File: config.mk
export PLATFORM = sky130hd
export DESIGN_NAME = pmfpc_top
export DESIGN_NICKNAME = d
export VERILOG_FILES = /design/src/rtl/pmfpc_pkg.sv /design/src/rtl/pmfpc_cal_div.sv /design/src/rtl/pmfpc_top.sv
export SDC_FILE = /design/constraint.sdc
export NUM_CORES = 1
export LEC_CHECK = 0
export BUFFER_PORTS_ARGS = -buffer_cell sky130_fd_sc_hd__buf_2
export CAP_MARGIN = 20
export CORE_UTILIZATION = 43
export CTS_BUF_LIST = sky130_fd_sc_hd__clkbuf_8
export DETAILED_ROUTE_END_ITERATION = 7
export GPL_ROUTABILITY_DRIVEN = 0
export SLEW_MARGIN = 20
export SYNTH_ARGS = -nofsm -noshare
export SYNTH_HDL_FRONTEND = slang
export SYNTH_SLANG_ARGS = --single-unit
File: constraint.sdc
create_clock -name clock -period 8.6 [get_ports clock]
set_clock_uncertainty 0.05 [all_clocks]
set_input_delay 1.29 -clock clock [delete_from_list [all_inputs] [get_ports clock]]
set_output_delay 1.29 -clock clock [all_outputs]
set_load 0.02 [all_outputs]
File: src/rtl/pmfpc_pkg.sv
package pmfpc_pkg;

	// special-function-register addresses
	localparam logic [7:0] ADDR_WRITE_KEY        = 8'hc1;
	localparam logic [7:0] ADDR_POWER_CONTROL    = 8'hc5;
	localparam logic [7:0] ADDR_PM_IRQ_ENABLE    = 8'hec;
	localparam logic [7:0] ADDR_PERIPHERAL_CFG   = 8'hf4;
	localparam logic [7:0] ADDR_BATTERY_SW_CFG   = 8'hf5;
	localparam logic [7:0] ADDR_PM_IRQ_FLAGS     = 8'hf8;
	localparam logic [7:0] ADDR_SCRATCH_ONE      = 8'hfb;
	localparam logic [7:0] ADDR_SCRATCH_TWO      = 8'hfc;
	localparam logic [7:0] ADDR_SCRATCH_THREE    = 8'hfd;
	localparam logic [7:0] ADDR_SCRATCH_FOUR     = 8'hfe;
	localparam logic [7:0] ADDR_INTERRUPT_PIN    = 8'hff;

	localparam logic [7:0] KEY_UNLOCK            = 8'hea;

	// reset values
	localparam logic [7:0] RESET_BYTE            = 8'h00;
	localparam logic [7:0] RESET_FLAGS           = 8'h00;
	localparam logic [7:0] RESET_PIN_CFG         = 8'h00;
	localparam logic [7:0] RESET_KEY             = 8'h00;
	localparam logic       RESET_SOURCE_MAIN     = 1'b1;
	localparam logic       RESET_DC_LOW          = 1'b0;

	// flag bit positions
	localparam int FLAG_SUPPLY_RESTORED   = 7;
	localparam int FLAG_POWER_SAVE_IRQ    = 6;
	localparam int FLAG_VOLTAGE_SAG       = 5;
	localparam int FLAG_RESERVED          = 4;
	localparam int FLAG_DC_INPUT_ADC      = 3;
	localparam int FLAG_BATTERY_MONITOR   = 2;
	localparam int FLAG_BATTERY_SWITCH    = 1;
	localparam int FLAG_DC_INPUT_LOW      = 0;

	// writable bits of flag, enable and pin registers, and the event-flag bits of the flag register
	localparam logic [7:0] FLAG_WRITE_MASK   = 8'hef;
	localparam logic [7:0] ENABLE_WRITE_MASK = 8'haf;
	localparam logic [7:0] PIN_WRITE_MASK    = 8'hef;
	localparam logic [7:0] EVENT_ONLY_MASK   = 8'haf;

	// calibration output timing
	localparam int CLOCK_HZ      = 25_000_000;
	localparam int CAL_HZ_SLOW   = 1;
	localparam int CAL_HZ_512    = 512;
	localparam int CAL_HZ_500    = 500;
	localparam int CAL_HZ_FAST   = 16_000;
	localparam int CAL_CNT_W     = 24;
	localparam int HALF_SLOW     = CLOCK_HZ / (2 * CAL_HZ_SLOW);
	localparam int HALF_512      = CLOCK_HZ / (2 * CAL_HZ_512);
	localparam int HALF_500      = CLOCK_HZ / (2 * CAL_HZ_500);
	localparam logic [CAL_CNT_W-1:0] HALF_FAST = CAL_CNT_W'(CLOCK_HZ / (2 * CAL_HZ_FAST));

	typedef enum logic [1:0] {
		PMFPC_CSEL_1HZ   = 2'b00,
		PMFPC_CSEL_512HZ = 2'b01,
		PMFPC_CSEL_500HZ = 2'b10,
		PMFPC_CSEL_16KHZ = 2'b11
	} pmfpc_csel_t;

	typedef struct packed {
		logic        calibration_out_enable;
		pmfpc_csel_t cal_freq_select;
		logic        reserved;
		logic [2:0]  ext_irq1_pin_function;
		logic        ext_irq0_pin_function;
	} pmfpc_pcfg_t;

	typedef struct packed {
		logic sag;
		logic dc_delta;
		logic dc_ready;
		logic bat_low;
		logic bat_ready;
	} pmfpc_evt_t;

endpackage : pmfpc_pkg

File: src/rtl/pmfpc_cal_div.sv
`timescale 1ns/10ps
module pmfpc_cal_div
	import pmfpc_pkg::*;
(
	input  wire logic                 clock,
	input  wire logic                 reset_n,
	input  wire logic                 enable,
	input  wire logic [CAL_CNT_W-1:0] half_count,
	output logic                      cal_q
);

	logic [CAL_CNT_W-1:0] cnt_q;
	logic [CAL_CNT_W-1:0] cnt_d;
	logic                 cal_d;

	// a select change applies to the half-period in progress; a count already at or past the new limit toggles on the next cycle
	always_comb begin
		cnt_d = cnt_q + CAL_CNT_W'(1);
		cal_d = cal_q;
		if (!enable) begin
			cnt_d = '0;
			cal_d = 1'b0;
		end else if (cnt_d >= half_count) begin
			cnt_d = '0;
			cal_d = ~cal_q;
		end
	end

	always_ff @(posedge clock or negedge reset_n) begin
		if (!reset_n) begin
			cnt_q <= '0;
			cal_q <= 1'b0;
		end else begin
			cnt_q <= cnt_d;
			cal_q <= cal_d;
		end
	end

endmodule : pmfpc_cal_div

File: src/rtl/pmfpc_top.sv
`timescale 1ns/10ps
module pmfpc_top
	import pmfpc_pkg::*;
#(
	parameter int HALF_SLOW_CNT = HALF_SLOW,
	parameter int HALF_512_CNT  = HALF_512,
	parameter int HALF_500_CNT  = HALF_500
) (
	input  wire logic       clock,
	input  wire logic       reset_n,
	input  wire logic [7:0] sfr_addr,
	input  wire logic [7:0] sfr_wdata,
	input  wire logic       sfr_we,
	input  wire logic       sfr_rd,
	output logic      [7:0] sfr_rdata,
	input  wire logic       supply_source_main,
	input  wire logic       dc_input_low,
	input  pmfpc_evt_t      monitor_events,
	output logic            cal_out,
	output logic            cal_out_oe,
	output logic            ext_irq0_input_enable,
	output logic            ext_irq1_input_enable,
	output logic            ext_irq1_gpio_select,
	output logic            battery_control_input,
	output logic            power_save_irq,
	output logic      [7:0] power_control,
	output logic      [7:0] peripheral_config,
	output logic      [7:0] battery_switch_config
);

	// flag update: write-0 clears, write-1 keeps, a set in the same cycle wins
	function automatic logic [7:0] sticky_next(
		input logic [7:0] old_val,
		input logic [7:0] set_val,
		input logic       clr_we,
		input logic [7:0] wdata
	);
		logic [7:0] kept;
		kept = clr_we ? (old_val & wdata) : old_val;
		return (kept | set_val) & FLAG_WRITE_MASK;
	endfunction : sticky_next

	function automatic logic hit(
		input logic [7:0] addr,
		input logic [7:0] target
	);
		return addr == target;
	endfunction : hit

	// pin-level inputs from analog monitors cross into the core clock here
	logic       src_meta_q;
	logic       src_sync_q;
	logic       src_prev_q;
	logic       dcl_meta_q;
	logic       dcl_sync_q;
	logic       dcl_prev_q;

	always_ff @(posedge clock or negedge reset_n) begin
		if (!reset_n) begin
			src_meta_q <= RESET_SOURCE_MAIN;
			src_sync_q <= RESET_SOURCE_MAIN;
			src_prev_q <= RESET_SOURCE_MAIN;
			dcl_meta_q <= RESET_DC_LOW;
			dcl_sync_q <= RESET_DC_LOW;
			dcl_prev_q <= RESET_DC_LOW;
		end else begin
			src_meta_q <= supply_source_main;
			src_sync_q <= src_meta_q;
			src_prev_q <= src_sync_q;
			dcl_meta_q <= dc_input_low;
			dcl_sync_q <= dcl_meta_q;
			dcl_prev_q <= dcl_sync_q;
		end
	end

	logic restore_evt;
	logic switch_evt;
	logic dc_low_evt;

	assign restore_evt = src_sync_q & ~src_prev_q;
	assign switch_evt  = ~src_sync_q & src_prev_q;
	assign dc_low_evt  = dcl_sync_q & ~dcl_prev_q;

	// register state
	logic [7:0]   power_control_q;
	logic [7:0]   power_control_d;
	logic [7:0]   pm_irq_enable_q;
	logic [7:0]   pm_irq_enable_d;
	logic [7:0]   peripheral_config_q;
	logic [7:0]   peripheral_config_d;
	logic [7:0]   battery_switch_config_q;
	logic [7:0]   battery_switch_config_d;
	logic [7:0]   pm_irq_flags_q;
	logic [7:0]   pm_irq_flags_d;
	logic [7:0]   scratch_q [4];
	logic [7:0]   scratch_d [4];
	pmfpc_pcfg_t  interrupt_pin_config_q;
	pmfpc_pcfg_t  interrupt_pin_config_d;
	logic [7:0]   write_key_register_q;
	logic [7:0]   write_key_register_d;
	logic [7:0]   rdata_q;
	logic [7:0]   rdata_d;
	logic [7:0]   event_set;
	logic [7:0]   event_flags;
	logic         unlocked;

	// key is judged on its value before this write, so one instruction cannot unlock itself
	assign unlocked = write_key_register_q == KEY_UNLOCK;

	always_comb begin
		event_set = '0;
		event_set[FLAG_SUPPLY_RESTORED] = restore_evt;
		event_set[FLAG_VOLTAGE_SAG]     = monitor_events.sag;
		event_set[FLAG_DC_INPUT_ADC]    = monitor_events.dc_delta | monitor_events.dc_ready;
		event_set[FLAG_BATTERY_MONITOR] = monitor_events.bat_low | monitor_events.bat_ready;
		event_set[FLAG_BATTERY_SWITCH]  = switch_evt;
		event_set[FLAG_DC_INPUT_LOW]    = dc_low_evt;
	end

	always_comb begin
		power_control_d         = power_control_q;
		pm_irq_enable_d         = pm_irq_enable_q;
		peripheral_config_d     = peripheral_config_q;
		battery_switch_config_d = battery_switch_config_q;
		interrupt_pin_config_d  = interrupt_pin_config_q;
		write_key_register_d    = write_key_register_q;
		scratch_d               = scratch_q;
		if (sfr_we) begin
			unique case (sfr_addr)
				ADDR_WRITE_KEY:      write_key_register_d    = sfr_wdata;
				ADDR_POWER_CONTROL:  power_control_d         = sfr_wdata;
				ADDR_PM_IRQ_ENABLE:  pm_irq_enable_d         = sfr_wdata & ENABLE_WRITE_MASK;
				ADDR_PERIPHERAL_CFG: peripheral_config_d     = sfr_wdata;
				ADDR_BATTERY_SW_CFG: battery_switch_config_d = sfr_wdata;
				ADDR_SCRATCH_ONE:    scratch_d[0]            = sfr_wdata;
				ADDR_SCRATCH_TWO:    scratch_d[1]            = sfr_wdata;
				ADDR_SCRATCH_THREE:  scratch_d[2]            = sfr_wdata;
				ADDR_SCRATCH_FOUR:   scratch_d[3]            = sfr_wdata;
				ADDR_INTERRUPT_PIN: begin
					if (unlocked) begin
						interrupt_pin_config_d = pmfpc_pcfg_t'(sfr_wdata & PIN_WRITE_MASK);
					end
				end
				default: ;
			endcase
		end
	end

	// power-save flag looks at event flags after this cycle's sets and clears
	// and at the enable being written, so enabling a pending flag raises it at once
	always_comb begin
		logic       flags_we;
		logic [7:0] save_next;
		flags_we = sfr_we && hit(sfr_addr, ADDR_PM_IRQ_FLAGS);
		save_next = '0;
		event_flags = sticky_next(pm_irq_flags_q, event_set, flags_we, sfr_wdata) & EVENT_ONLY_MASK;
		pm_irq_flags_d = event_flags;
		save_next = sticky_next(pm_irq_flags_q,
			{1'b0, |(event_flags & pm_irq_enable_d), 6'h00},
			flags_we, sfr_wdata);
		pm_irq_flags_d[FLAG_POWER_SAVE_IRQ] = save_next[FLAG_POWER_SAVE_IRQ];
		pm_irq_flags_d[FLAG_RESERVED] = 1'b0;
	end

	// read data held in a flop; unmapped addresses answer zero
	always_comb begin
		rdata_d = rdata_q;
		if (sfr_rd) begin
			unique case (sfr_addr)
				ADDR_WRITE_KEY:      rdata_d = write_key_register_q;
				ADDR_POWER_CONTROL:  rdata_d = power_control_q;
				ADDR_PM_IRQ_ENABLE:  rdata_d = pm_irq_enable_q;
				ADDR_PERIPHERAL_CFG: rdata_d = peripheral_config_q;
				ADDR_BATTERY_SW_CFG: rdata_d = battery_switch_config_q;
				ADDR_PM_IRQ_FLAGS:   rdata_d = pm_irq_flags_q;
				ADDR_SCRATCH_ONE:    rdata_d = scratch_q[0];
				ADDR_SCRATCH_TWO:    rdata_d = scratch_q[1];
				ADDR_SCRATCH_THREE:  rdata_d = scratch_q[2];
				ADDR_SCRATCH_FOUR:   rdata_d = scratch_q[3];
				ADDR_INTERRUPT_PIN:  rdata_d = 8'(interrupt_pin_config_q);
				default:             rdata_d = 8'h00;
			endcase
		end
	end

	always_ff @(posedge clock or negedge reset_n) begin
		if (!reset_n) begin
			power_control_q         <= RESET_BYTE;
			pm_irq_enable_q         <= RESET_BYTE;
			peripheral_config_q     <= RESET_BYTE;
			battery_switch_config_q <= RESET_BYTE;
			pm_irq_flags_q          <= RESET_FLAGS;
			scratch_q               <= '{default: RESET_BYTE};
			interrupt_pin_config_q  <= pmfpc_pcfg_t'(RESET_PIN_CFG);
			write_key_register_q    <= RESET_KEY;
			rdata_q                 <= RESET_BYTE;
		end else begin
			power_control_q         <= power_control_d;
			pm_irq_enable_q         <= pm_irq_enable_d;
			peripheral_config_q     <= peripheral_config_d;
			battery_switch_config_q <= battery_switch_config_d;
			pm_irq_flags_q          <= pm_irq_flags_d;
			scratch_q               <= scratch_d;
			interrupt_pin_config_q  <= interrupt_pin_config_d;
			write_key_register_q    <= write_key_register_d;
			rdata_q                 <= rdata_d;
		end
	end

	// calibration frequency select
	logic [CAL_CNT_W-1:0] half_count;

	always_comb begin
		unique case (interrupt_pin_config_q.cal_freq_select)
			PMFPC_CSEL_1HZ:   half_count = CAL_CNT_W'(HALF_SLOW_CNT);
			PMFPC_CSEL_512HZ: half_count = CAL_CNT_W'(HALF_512_CNT);
			PMFPC_CSEL_500HZ: half_count = CAL_CNT_W'(HALF_500_CNT);
			PMFPC_CSEL_16KHZ: half_count = HALF_FAST;
		endcase
	end

	// 16 kHz comes out slightly fast: the clock does not divide evenly
	pmfpc_cal_div u_cal_div (
		.clock      (clock),
		.reset_n    (reset_n),
		.enable     (interrupt_pin_config_q.calibration_out_enable),
		.half_count (half_count),
		.cal_q      (cal_out)
	);

	logic [2:0] irq1_fn;

	assign irq1_fn               = interrupt_pin_config_q.ext_irq1_pin_function;
	assign cal_out_oe            = interrupt_pin_config_q.calibration_out_enable;
	assign ext_irq0_input_enable = interrupt_pin_config_q.ext_irq0_pin_function;
	assign ext_irq1_gpio_select  = irq1_fn[1:0] == 2'h0;
	assign battery_control_input = irq1_fn[1:0] == 2'h1;
	assign ext_irq1_input_enable = irq1_fn[2:1] == 2'h3;
	assign power_save_irq        = pm_irq_flags_q[FLAG_POWER_SAVE_IRQ];
	assign power_control         = power_control_q;
	assign peripheral_config     = peripheral_config_q;
	assign battery_switch_config = battery_switch_config_q;
	assign sfr_rdata             = rdata_q;

	a_key_blocks_write: assert property (@(posedge clock) disable iff (!reset_n)
		sfr_we && sfr_addr == ADDR_INTERRUPT_PIN && write_key_register_q != KEY_UNLOCK
		|=> $stable(interrupt_pin_config_q))
		else $error("pin config changed while locked");

	a_key_lets_write: assert property (@(posedge clock) disable iff (!reset_n)
		sfr_we && sfr_addr == ADDR_INTERRUPT_PIN && write_key_register_q == KEY_UNLOCK
		|=> 8'(interrupt_pin_config_q) == ($past(sfr_wdata) & PIN_WRITE_MASK))
		else $error("unlocked pin config write not taken");

	a_cal_off_clear: assert property (@(posedge clock) disable iff (!reset_n)
		!interrupt_pin_config_q.calibration_out_enable ##1
		!interrupt_pin_config_q.calibration_out_enable |-> !cal_out)
		else $error("calibration output toggles while disabled");

	a_restore_sets: assert property (@(posedge clock) disable iff (!reset_n)
		$rose(src_sync_q) |=> pm_irq_flags_q[FLAG_SUPPLY_RESTORED])
		else $error("supply restored flag missed");

	a_switch_sets: assert property (@(posedge clock) disable iff (!reset_n)
		$fell(src_sync_q) |=> pm_irq_flags_q[FLAG_BATTERY_SWITCH])
		else $error("battery switchover flag missed");

	a_sag_sets: assert property (@(posedge clock) disable iff (!reset_n)
		monitor_events.sag |=> pm_irq_flags_q[FLAG_VOLTAGE_SAG])
		else $error("sag flag missed");

	a_monitor_sets: assert property (@(posedge clock) disable iff (!reset_n)
		monitor_events.bat_low || monitor_events.bat_ready
		|=> pm_irq_flags_q[FLAG_BATTERY_MONITOR])
		else $error("battery monitor flag missed");

	a_dc_adc_sets: assert property (@(posedge clock) disable iff (!reset_n)
		monitor_events.dc_delta || monitor_events.dc_ready
		|=> pm_irq_flags_q[FLAG_DC_INPUT_ADC])
		else $error("dc input adc flag missed");

	a_dc_low_sets: assert property (@(posedge clock) disable iff (!reset_n)
		$rose(dcl_sync_q) |=> pm_irq_flags_q[FLAG_DC_INPUT_LOW])
		else $error("dc input low flag missed");

	a_flag_sticks: assert property (@(posedge clock) disable iff (!reset_n)
		pm_irq_flags_q[FLAG_VOLTAGE_SAG] &&
		!(sfr_we && sfr_addr == ADDR_PM_IRQ_FLAGS && !sfr_wdata[FLAG_VOLTAGE_SAG])
		|=> pm_irq_flags_q[FLAG_VOLTAGE_SAG])
		else $error("sag flag dropped without a clearing write");

	a_power_save_gate: assert property (@(posedge clock) disable iff (!reset_n)
		|(pm_irq_flags_q & pm_irq_enable_q & EVENT_ONLY_MASK) |-> power_save_irq)
		else $error("enabled flag active without power-save flag");

	a_irq1_decode: assert property (@(posedge clock) disable iff (!reset_n)
		ext_irq1_input_enable |-> !ext_irq1_gpio_select && !battery_control_input)
		else $error("irq1 enabled while pin assigned to another function");

	a_flag_clears: assert property (@(posedge clock) disable iff (!reset_n)
		sfr_we && sfr_addr == ADDR_PM_IRQ_FLAGS && !sfr_wdata[FLAG_VOLTAGE_SAG] &&
		!monitor_events.sag |=> !pm_irq_flags_q[FLAG_VOLTAGE_SAG])
		else $error("sag flag survived a clearing write");

	a_one_keeps: assert property (@(posedge clock) disable iff (!reset_n)
		sfr_we && sfr_addr == ADDR_PM_IRQ_FLAGS && sfr_wdata[FLAG_BATTERY_MONITOR] &&
		pm_irq_flags_q[FLAG_BATTERY_MONITOR] |=> pm_irq_flags_q[FLAG_BATTERY_MONITOR])
		else $error("battery monitor flag lost on a write of one");

	a_key_lands: assert property (@(posedge clock) disable iff (!reset_n)
		sfr_we && sfr_addr == ADDR_WRITE_KEY
		|=> write_key_register_q == $past(sfr_wdata))
		else $error("key register write not taken");

	a_read_holds: assert property (@(posedge clock) disable iff (!reset_n)
		!sfr_rd |=> $stable(sfr_rdata))
		else $error("read data moved without a read");

	a_read_flags: assert property (@(posedge clock) disable iff (!reset_n)
		sfr_rd && sfr_addr == ADDR_PM_IRQ_FLAGS
		|=> sfr_rdata == $past(pm_irq_flags_q))
		else $error("flag read returned a wrong value");

	a_reserved_low: assert property (@(posedge clock) disable iff (!reset_n)
		!pm_irq_flags_q[FLAG_RESERVED] && !interrupt_pin_config_q.reserved &&
		(pm_irq_enable_q & ~ENABLE_WRITE_MASK) == 8'h00)
		else $error("reserved register bit found set");

endmodule : pmfpc_top

---- Word-level counts from Yosys, hierarchy flattened ----
Cells that the tools add are included.
Widths: inputs -> output; s select.
operators by class
  order comparisons ....................... 1
  mux-type cells .......................... 9
  bitwise logic cells ..................... 13
  equality and inequality tests ........... 18
  reductions and logical operators ........ 13
  add/sub/neg operators ................... 1
operators by type and width
  kind                   count
  $eq 8x8->1 const B     12
  $pmux 24 s4            1
  $pmux 8 s11            1
  $mux 24                2
  $add 24x1->24 const B  1
  $ge 24x24->1           1
  $mux 8                 3
  $and 8x8->8            2
  $reduce_and 2->1       8
  $or 8x8->8             1
  $reduce_or 8->1        1
  $or 7x7->7             1
  $eq 2x2->1 const B     3
  $eq 2x1->1 const B     2
  $logic_not 2->1        2
  $not 1->1              4
  $and 1x1->1            3
  $reduce_and 3->1       1
  $mux 1                 2
  $ne 2x1->1 const B     1
  $or 1x1->1             2
  $logic_and 1x1->1      1
storage, ports and cells
  output and inout bits ................... 39
  logic and storage cells ................. 78
  flip-flop bits (word level) ............. 125
  input bits .............................. 27

---- Depth between registers and ports, before layout ----
Gate-level depths: netlist (run 1).
  depth in word-level cells ............... 7
  depth in mapped cells ................... 14
  depth with buffers taken out ............ 12

---- Hierarchy ----
Synthesis (run 1) repeated with hierarchy kept, for this count alone.
second synthesis, totals
  cell total of the unflattened synthesis .. 607
  area total of the unflattened synthesis .. 6740.2 um2
modules (own cells, without submodules)
  module         area an instance (um2)  times used  sequential area each (um2)  cells an instance
  pmfpc_top      4865.9                  1           2456.1                      410
  pmfpc_cal_div  1874.3                  1           625.6                       197

---- Worst setup path before layout (run 1) ----
Ideal clock, no wire load.
  kind .................................... register to register
  start ................................... register u_cal_div.cnt_q[0]
  end ..................................... register u_cal_div.cnt_q[14]
  setup time .............................. 0.069 ns
  required time ........................... 8.481 ns
  setup slack ............................. 5.327 ns
  stages on the path, launching flop included .. 14
  arrival time ............................ 3.154 ns
  buffers on the path ..................... 1
  period minus slack after synthesis ...... 3.273 ns
  path through ............................ dfrtp_1 ha_1 nand3_1 nor3_1 and3_1 xor2_1 ha_1 nand4_1 a211oi_1 or4_1 a2111oi_2 o21ai_4 buf_6 nor2b_2
between the ends
  longest elaborated chain between the ends .. 4
RTL lines
  what                     RTL line             source
  from (decl)              pmfpc_cal_div.sv:12  logic [CAL_CNT_W-1:0] cnt_q;
  from (signal assigned)   pmfpc_cal_div.sv:34  cnt_q <= cnt_d;
  $add 24x1->24 (*)        pmfpc_cal_div.sv:18  cnt_d = cnt_q + CAL_CNT_W'(1);
  $ge 24x24->1             pmfpc_cal_div.sv:23  end else if (cnt_d >= half_count) begin
  $mux 24 (*)              pmfpc_cal_div.sv:23
  $mux 24 (*)              pmfpc_cal_div.sv:20  if (!enable) begin
  via u_cal_div.cnt_d[14]  pmfpc_cal_div.sv:13  logic [CAL_CNT_W-1:0] cnt_d;
The timed path passes the listed nets; every way through them passes the cells marked *.
A chain may end at the register's enable or synchronous reset.

---- Final worst setup path (run 1) ----
  start ................................... register u_cal_div.cnt_q[0]
  end ..................................... register u_cal_div.cnt_q[2]
The elaborated chain is that of the path after synthesis.

==> impl_metrics.toml, run 1 <==
[run_status]
outcome = "completed"

[clock_tree]
post_cts_buffers = 0
htreeDepth = 4
cts-root-buf = "clkbuf_8"
cts_buffers = 17
cts_tree = "done"
ctsResizeCount = 0
cts_buffer_depth = 2
clk_pin_slew_ns = 0.07
cts_sinks = 123
clk_latency_ns = 0.46
cts_hold_buf = 0

[route]
route.detailed.drc = 0
drt_pass1_iterations = 6
drt_wl_total_um = 16100
drt_iter0_markers = 518
num_vias = 4714
post_drt_wl_per_cell_um = 19.6
antenna_left = 0
detail_route.vias_per_cell = 5.75

[place]
port_buffers = 65
detailed_place.area_um2 = 6920
hpwlAfterDp_um = 11600
place_inst = 788

[critical_path]
end_kind = "register"
worst_path_max_delay_cell = "a2111oi_2"
cp_num_buf_inv = 0
crit_fanout = 22
startpoint = "u_cal_div.cnt_q[0]"
reg2reg_setup_slack_ns = 4.68
path_delay_family = "simple AND/OR/NAND/NOR gates"
crit_type = "register to register"
path_cells = "nand4_1 > nor3_1 > and4_1 > xor2_1 > ha_1 > a211oi_1 > nor2_1 > or4_1 > a2111oi_2 > o21ai_4 > nor2b_1"
startpoint_type = "register"
r2r_cells = 11
critPathRequiredTime_ns = 8.92
cp.depth = 11
critPathArrivalTime_ns = 4.24
r2r-end = "u_cal_div.cnt_q[2]"
worstReg2RegStart = "u_cal_div.cnt_q[0]"
cpPeakStageDelay_ns = 0.55
critical_path.endpoint = "u_cal_div.cnt_q[2]"

[grt]
grtUsageTotal = 0.216
grt_pass1_wl_um = 25800
grt_max_degree = 64
antenna_found_initial = 0
first_global_vias = 4658
grt-ovfl-total = 0

[timing]
worstMarginPinSlew_ns = 0.931
hold_violations = 0
slew_headroom = 0.378
setup_viol = 0
rsz0062_at_grt = "false"
setup_tns_ns = 0
fmax_mhz = 255
drv_slew = 0
period_needed_ns = 3.92
period_share = 0.455

[synthesis]
yosysMostFrequentCell = "dfrtp_1"
synth_seq_area_share = 0.476
synth_nets = 619
ys.flop_type = "dfrtp_1"
ys_warn_count = 0
synthesis.area_um2 = 6470
ys_ff_latch = 123
synthArstFlopShare = 1.00
synth-edff-count = 0
syn_avg_cell_area_um2 = 11.5
synth_common_cells = "dfrtp_1, mux2_2, ha_1"
synth_top_area_frac = 0.464
yosysUniqueCellTypes = 60
syn_inst = 564
synth_area_leaders = "dfrtp_1, mux2_2, ha_1, nor2b_2, a22oi_1"
synth_top_cell_by_area = "dfrtp_1"

[floorplanning]
num_rows = 44
coreArea_um2 = 14600
die_area_um2 = 15500
io_pins = 66
die_y_um = 125
initial_core_util = 0.444
die-width_um = 125

[layout]
n_antenna_cell = 0
final_core_util = 0.503
synthToLayoutAreaGrowth_pct = 13.5
final_cells = 820
design_area_um2 = 7340
n_fill_cell = 1352
drive_above_1_share = 0.341
nets = 678

[flow_run]
cap_violations = 0

[power_and_ir_drop]
power.density_nw_per_um2 = 168
peakVddDrop_v = 0.000130
finalPower_mw = 1.23
leakagePower_nw = 3.44

[worst_hold_path]
min_path_type = "register to register"
## how the worst min path moves through the flow
stage          cells after the start  slack [ns]       start    endpoint
6_report                           0        0.30  dcl_meta_q  dcl_sync_q
5_1_grt                            0        0.31  src_meta_q  src_sync_q
4_1_cts                            0        0.31  dcl_meta_q  dcl_sync_q
3_5_place_dp                       0        0.29  dcl_meta_q  dcl_sync_q
3_3_place_gp                       0        0.29  dcl_meta_q  dcl_sync_q
2_1_floorplan                      0        0.28  dcl_meta_q  dcl_sync_q
## through the flow
stage,worst slack [ns],hold WS [ns]
after floorplan,5.33,0.281
after global placement,4.82,0.286
after detailed placement,4.69,0.290
after CTS,4.69,0.307
after global routing,4.41,0.309
final,4.68,0.302
## report_power, final
| part | leakage, nW | internal, mW | switching (mW) |
|---|---|---|---|
| Sequential | 1.64 | 0.596 | 0.0117 |
| Combinational | 1.59 | 0.0290 | 0.0520 |
| Clock | 0.211 | 0.304 | 0.242 |
| Total | 3.44 | 0.929 | 0.306 |
## final cells by class
type	instances	area, um^2	area share
tap	184	230	0.0313
sequential	123	3080	0.420
inverter	23	86.3	0.0118
clock inverter	13	165	0.0225
clock buffer	19	262	0.0356
timing repair buffer	66	335	0.0457
multi-input combinational	392	3180	0.434
## cell families (layout without fill, tap and decap cells)
| family | Yosys count | after routing | share of synthesized area |
|---|---|---|---|
| mux | 91 | 91 | 0.158 |
| compound gates | 93 | 93 | 0.103 |
| fa+ha+maj | 28 | 28 | 0.0541 |
| xor+xnor | 22 | 22 | 0.0298 |
| flops | 123 | 123 | 0.476 |
| buf+inv | 49 | 121 | 0.0319 |
| simple gates | 158 | 158 | 0.147 |
## worst register-to-register path, cell delays in order (launching register included)
cell,delay [ns]
dfrtp_1,0.42
nand4_1,0.19
nor3_1,0.43
and4_1,0.26
xor2_1,0.21
ha_1,0.29
a211oi_1,0.24
nor2_1,0.08
or4_1,0.54
a2111oi_2,0.55
o21ai_4,0.35
nor2b_1,0.23
## layout by cell type, fill, tap and decap left out, drive strengths merged, types with 4 or more instances in the layout
cell / n
o22ai: 17
clkbuf: 19
nor2b: 25
ha: 28
xor2: 12
and3: 7
mux2: 84
xnor2: 10
a22oi: 18
dfrtp: 120
a221o: 4
nor2: 29
o21ai: 19
nor3: 12
a211oi: 5
buf: 66
nand2b: 5
nand2: 28
a21oi: 7
mux2i: 7
nor4: 5
inv: 27
nand3: 16
nand4: 13
## registers in the layout (all words and copies together) (netlist names)
register and cells:
src_sync_q 1, scratch_q 32, src_prev_q 1, pm_irq_flags_q 7
pm_irq_enable_q 6, interrupt_pin_config_q 2, sfr_rdata 8, cal_out_oe 1
ext_irq0_input_enable 1, u_cal_div.cal_q 1, power_control 8, dcl_sync_q 1
write_key_register_q 8, dcl_meta_q 1, dcl_prev_q 1, u_cal_div.cnt_q 24
peripheral_config 8, src_meta_q 1, battery_switch_config 8, irq1_fn 3
## per-layer routing
layer | routed length, um | vias to the layer above | track usage
li1 | - | 2194 | -
met1 | 7240 | 2317 | 0.294
met3 | 1200 | 27 | 0.0666
met4 | 213 | 0 | 0.0588
met2 | 7410 | 176 | 0.332
met5 | 0 | - | 0
(Power assumes the default switching activity.)
==> inputs of run 2 (changes only) <==
ABC_AREA = 1   (was not set)
clock period = 3.4 ns   (was 8.6 ns; I/O delays follow)
==> run 2 against run 1 <==
  * The run now ends with design-rule violations left
  * Register-to-register slack got worse by 4.4 ns
  * Cell area rose by 3.4%
  * Critical path depth rose by 5
  * Cell count rose by 28%
  * Critical endpoint is now u_cal_div.cnt_q[14]
==> impl_metrics.toml, run 2 <==
[timing]
fmax_mhz = 320
rsz0062_at_grt = "true"
hold_violations = 0
finalWorstSetupSlack_ns = 0.273
period_share = 0.920
worstMarginPinSlew_ns = 0.675
setup_viol = 0
slew_headroom = 0.547
drv_slew = 0
period_needed_ns = 3.13

[synthesis]
syn_inst = 773
ys.flop_type = "dfrtp_1"
synth_seq_area_share = 0.469
ys_ff_latch = 123
synth_area_leaders = "dfrtp_1, nand2_1, o21ai_0, inv_1, ha_1"
synth-edff-count = 0
synthArstFlopShare = 1.00
synthesis.area_um2 = 6570
synth_top_cell_by_area = "dfrtp_1"
synth_top_area_frac = 0.457
syn_avg_cell_area_um2 = 8.49
synth_common_cells = "nand2_1, dfrtp_1, inv_1"
synth_nets = 828
yosysMostFrequentCell = "nand2_1"
ys_warn_count = 0
yosysUniqueCellTypes = 39

[layout]
final_cell_mix = "nand2_1, dfrtp_1, inv_1"
top_register = "scratch_q"
drive_above_1_share = 0.204
synthToLayoutAreaGrowth_pct = 15.7
nets = 904
n_antenna_cell = 0
layout_commonest_cell = "nand2_1"
largest_reg_flops = 32
final_core_util = 0.517
reg_top3 = "scratch_q x32, u_cal_div.cnt_q x24"

[floorplanning]
coreArea_um2 = 14700
io_pins = 66
die-width_um = 126
die_y_um = 126
num_rows = 44
die_area_um2 = 15800
initial_core_util = 0.447

[power_and_ir_drop]
peakVddDrop_v = 0.000252
p_int_mw = 2.23
power.density_nw_per_um2 = 401
combPwrFrac = 0.063
p_sw_mw = 0.820
pwr-share-seq = 0.506
switching_share = 0.269
power_frac_clock = 0.431
leakagePower_nw = 3.73

[route]
drt_pass1_iterations = 7
post_drt_wl_per_cell_um = 16.5
drt_iter0_markers = 467
antenna_left = 0
drt_wl_total_um = 17200
detail_route.vias_per_cell = 5.21
route.detailed.drc = 3
num_vias = 5451

[clock_tree]
clk_latency_ns = 0.45
htreeDepth = 4
cts_buffer_depth = 2
cts-root-buf = "clkbuf_8"
clk_pin_slew_ns = 0.07
cts_buffers = 17
cts_sinks = 123
cts_tree = "done"

[place]
dp_slack_ns = 0.162
hpwlAfterDp_um = 12800
port_buffers = 65

[critical_path]
crit_type = "register to register"
critPathRequiredTime_ns = 3.67
cp_num_buf_inv = 3
critPathArrivalTime_ns = 3.40
end_kind = "register"
cpPeakStageDelay_ns = 0.40
path_delay_family = "simple AND/OR/NAND/NOR gates"
path_cells = "nand3_1 > nor2_2 > nand3_1 > nor2_2 > buf_4 > xor2_1 > inv_1 > ha_1 > nand2_1 > o21ai_0 > a21oi_1 > nor3_2 > nor2_4 > nand3_4 > buf_8 > nor2_4"
worst_path_max_delay_cell = "dfrtp_1"
startpoint_type = "register"
crit_fanout = 9

[grt]
first_global_vias = 5459
grt_pass1_wl_um = 28200
grt-ovfl-total = 0
antenna_found_initial = 0
grtUsageTotal = 0.233
grt_max_degree = 56

[flow_run]
cap_violations = 0

[worst_hold_path]
min_path_type = "input port to asynchronous set/reset pin"

[run_status]
violations = "design-rule violations"
outcome = "finished, violations left"
[run 2: worst paths after layout]
path                                  endpoint  slack, ns          startpoint  cells past startpoint
max                        u_cal_div.cnt_q[14]       0.27  u_cal_div.cnt_q[0]                     16
min                         u_cal_div.cnt_q[1]       0.04             reset_n                      1
max reg2reg                u_cal_div.cnt_q[14]       0.27  u_cal_div.cnt_q[0]                     16
min reg2reg                         dcl_sync_q       0.31          dcl_meta_q                      0
max in group asynchronous           src_meta_q       2.48             reset_n                      2
min in group clock                  src_meta_q       0.11  supply_source_main                      1
[run 2: metal layers]
metal / track usage / routed length [um]
met5: 0 / 0
met4: 0.0997 / 470
met3: 0.0419 / 812
met2: 0.367 / 8100
met1: 0.315 / 7830
[run 2: cells by family (layout without fill, tap and decap cells)]
family,Yosys count,after routing,synth area share
xor gates and xnor gates,16,16,0.0213
and+or+nand+nor,347,347,0.260
adders and majority gates,28,28,0.0534
buffers and inverters,121,210,0.0736
AOI/OAI and AO/OA,138,138,0.123
DFF,123,123,0.469
[run 2: what timing repair did]
item                                    CTS  global route
hold buffers                              0             0
endpoints found under the setup margin    0            25
buffers inserted                          0             4
gates resized for setup                   0            16
[run 2: area by class of cell]
| type | count | area, um^2 |
|---|---|---|
| clock buffer | 17 | 234 |
| clock inverter | 15 | 164 |
| fill | 1382 | 7100 |
| inverter | 103 | 387 |
| multi-input combinational | 529 | 3070 |
| sequential | 123 | 3080 |
| tap | 184 | 230 |
| timing repair buffer | 75 | 434 |
[run 2: power by group through the flow]
stage	sequential [mW]	combinational [mW]	clock [mW]
4_1_cts	1.54	0.195	1.34
6_report	1.54	0.193	1.31
2_1_floorplan	1.58	0.0681	0
3_3_place_gp	1.57	0.191	0
5_1_grt	1.55	0.216	1.41
3_5_place_dp	1.57	0.195	0
[run 2: through the flow]
stage / cells / area, um^2 / setup TNS [ns] / power [mW] / hold WS (ns)
2_1_floorplan: 773 / 6570 / 0 / 1.65 / 0.164
3_3_place_gp: 1010 / 7090 / 0 / 1.76 / 0.282
3_5_place_dp: 1010 / 7090 / 0 / 1.76 / 0.286
4_1_cts: 1042 / 7480 / 0 / 3.08 / 0.0416
5_1_grt: 1046 / 7600 / -0.0376 / 3.17 / 0.0801
6_report: 1046 / 7600 / 0 / 3.05 / 0.0362
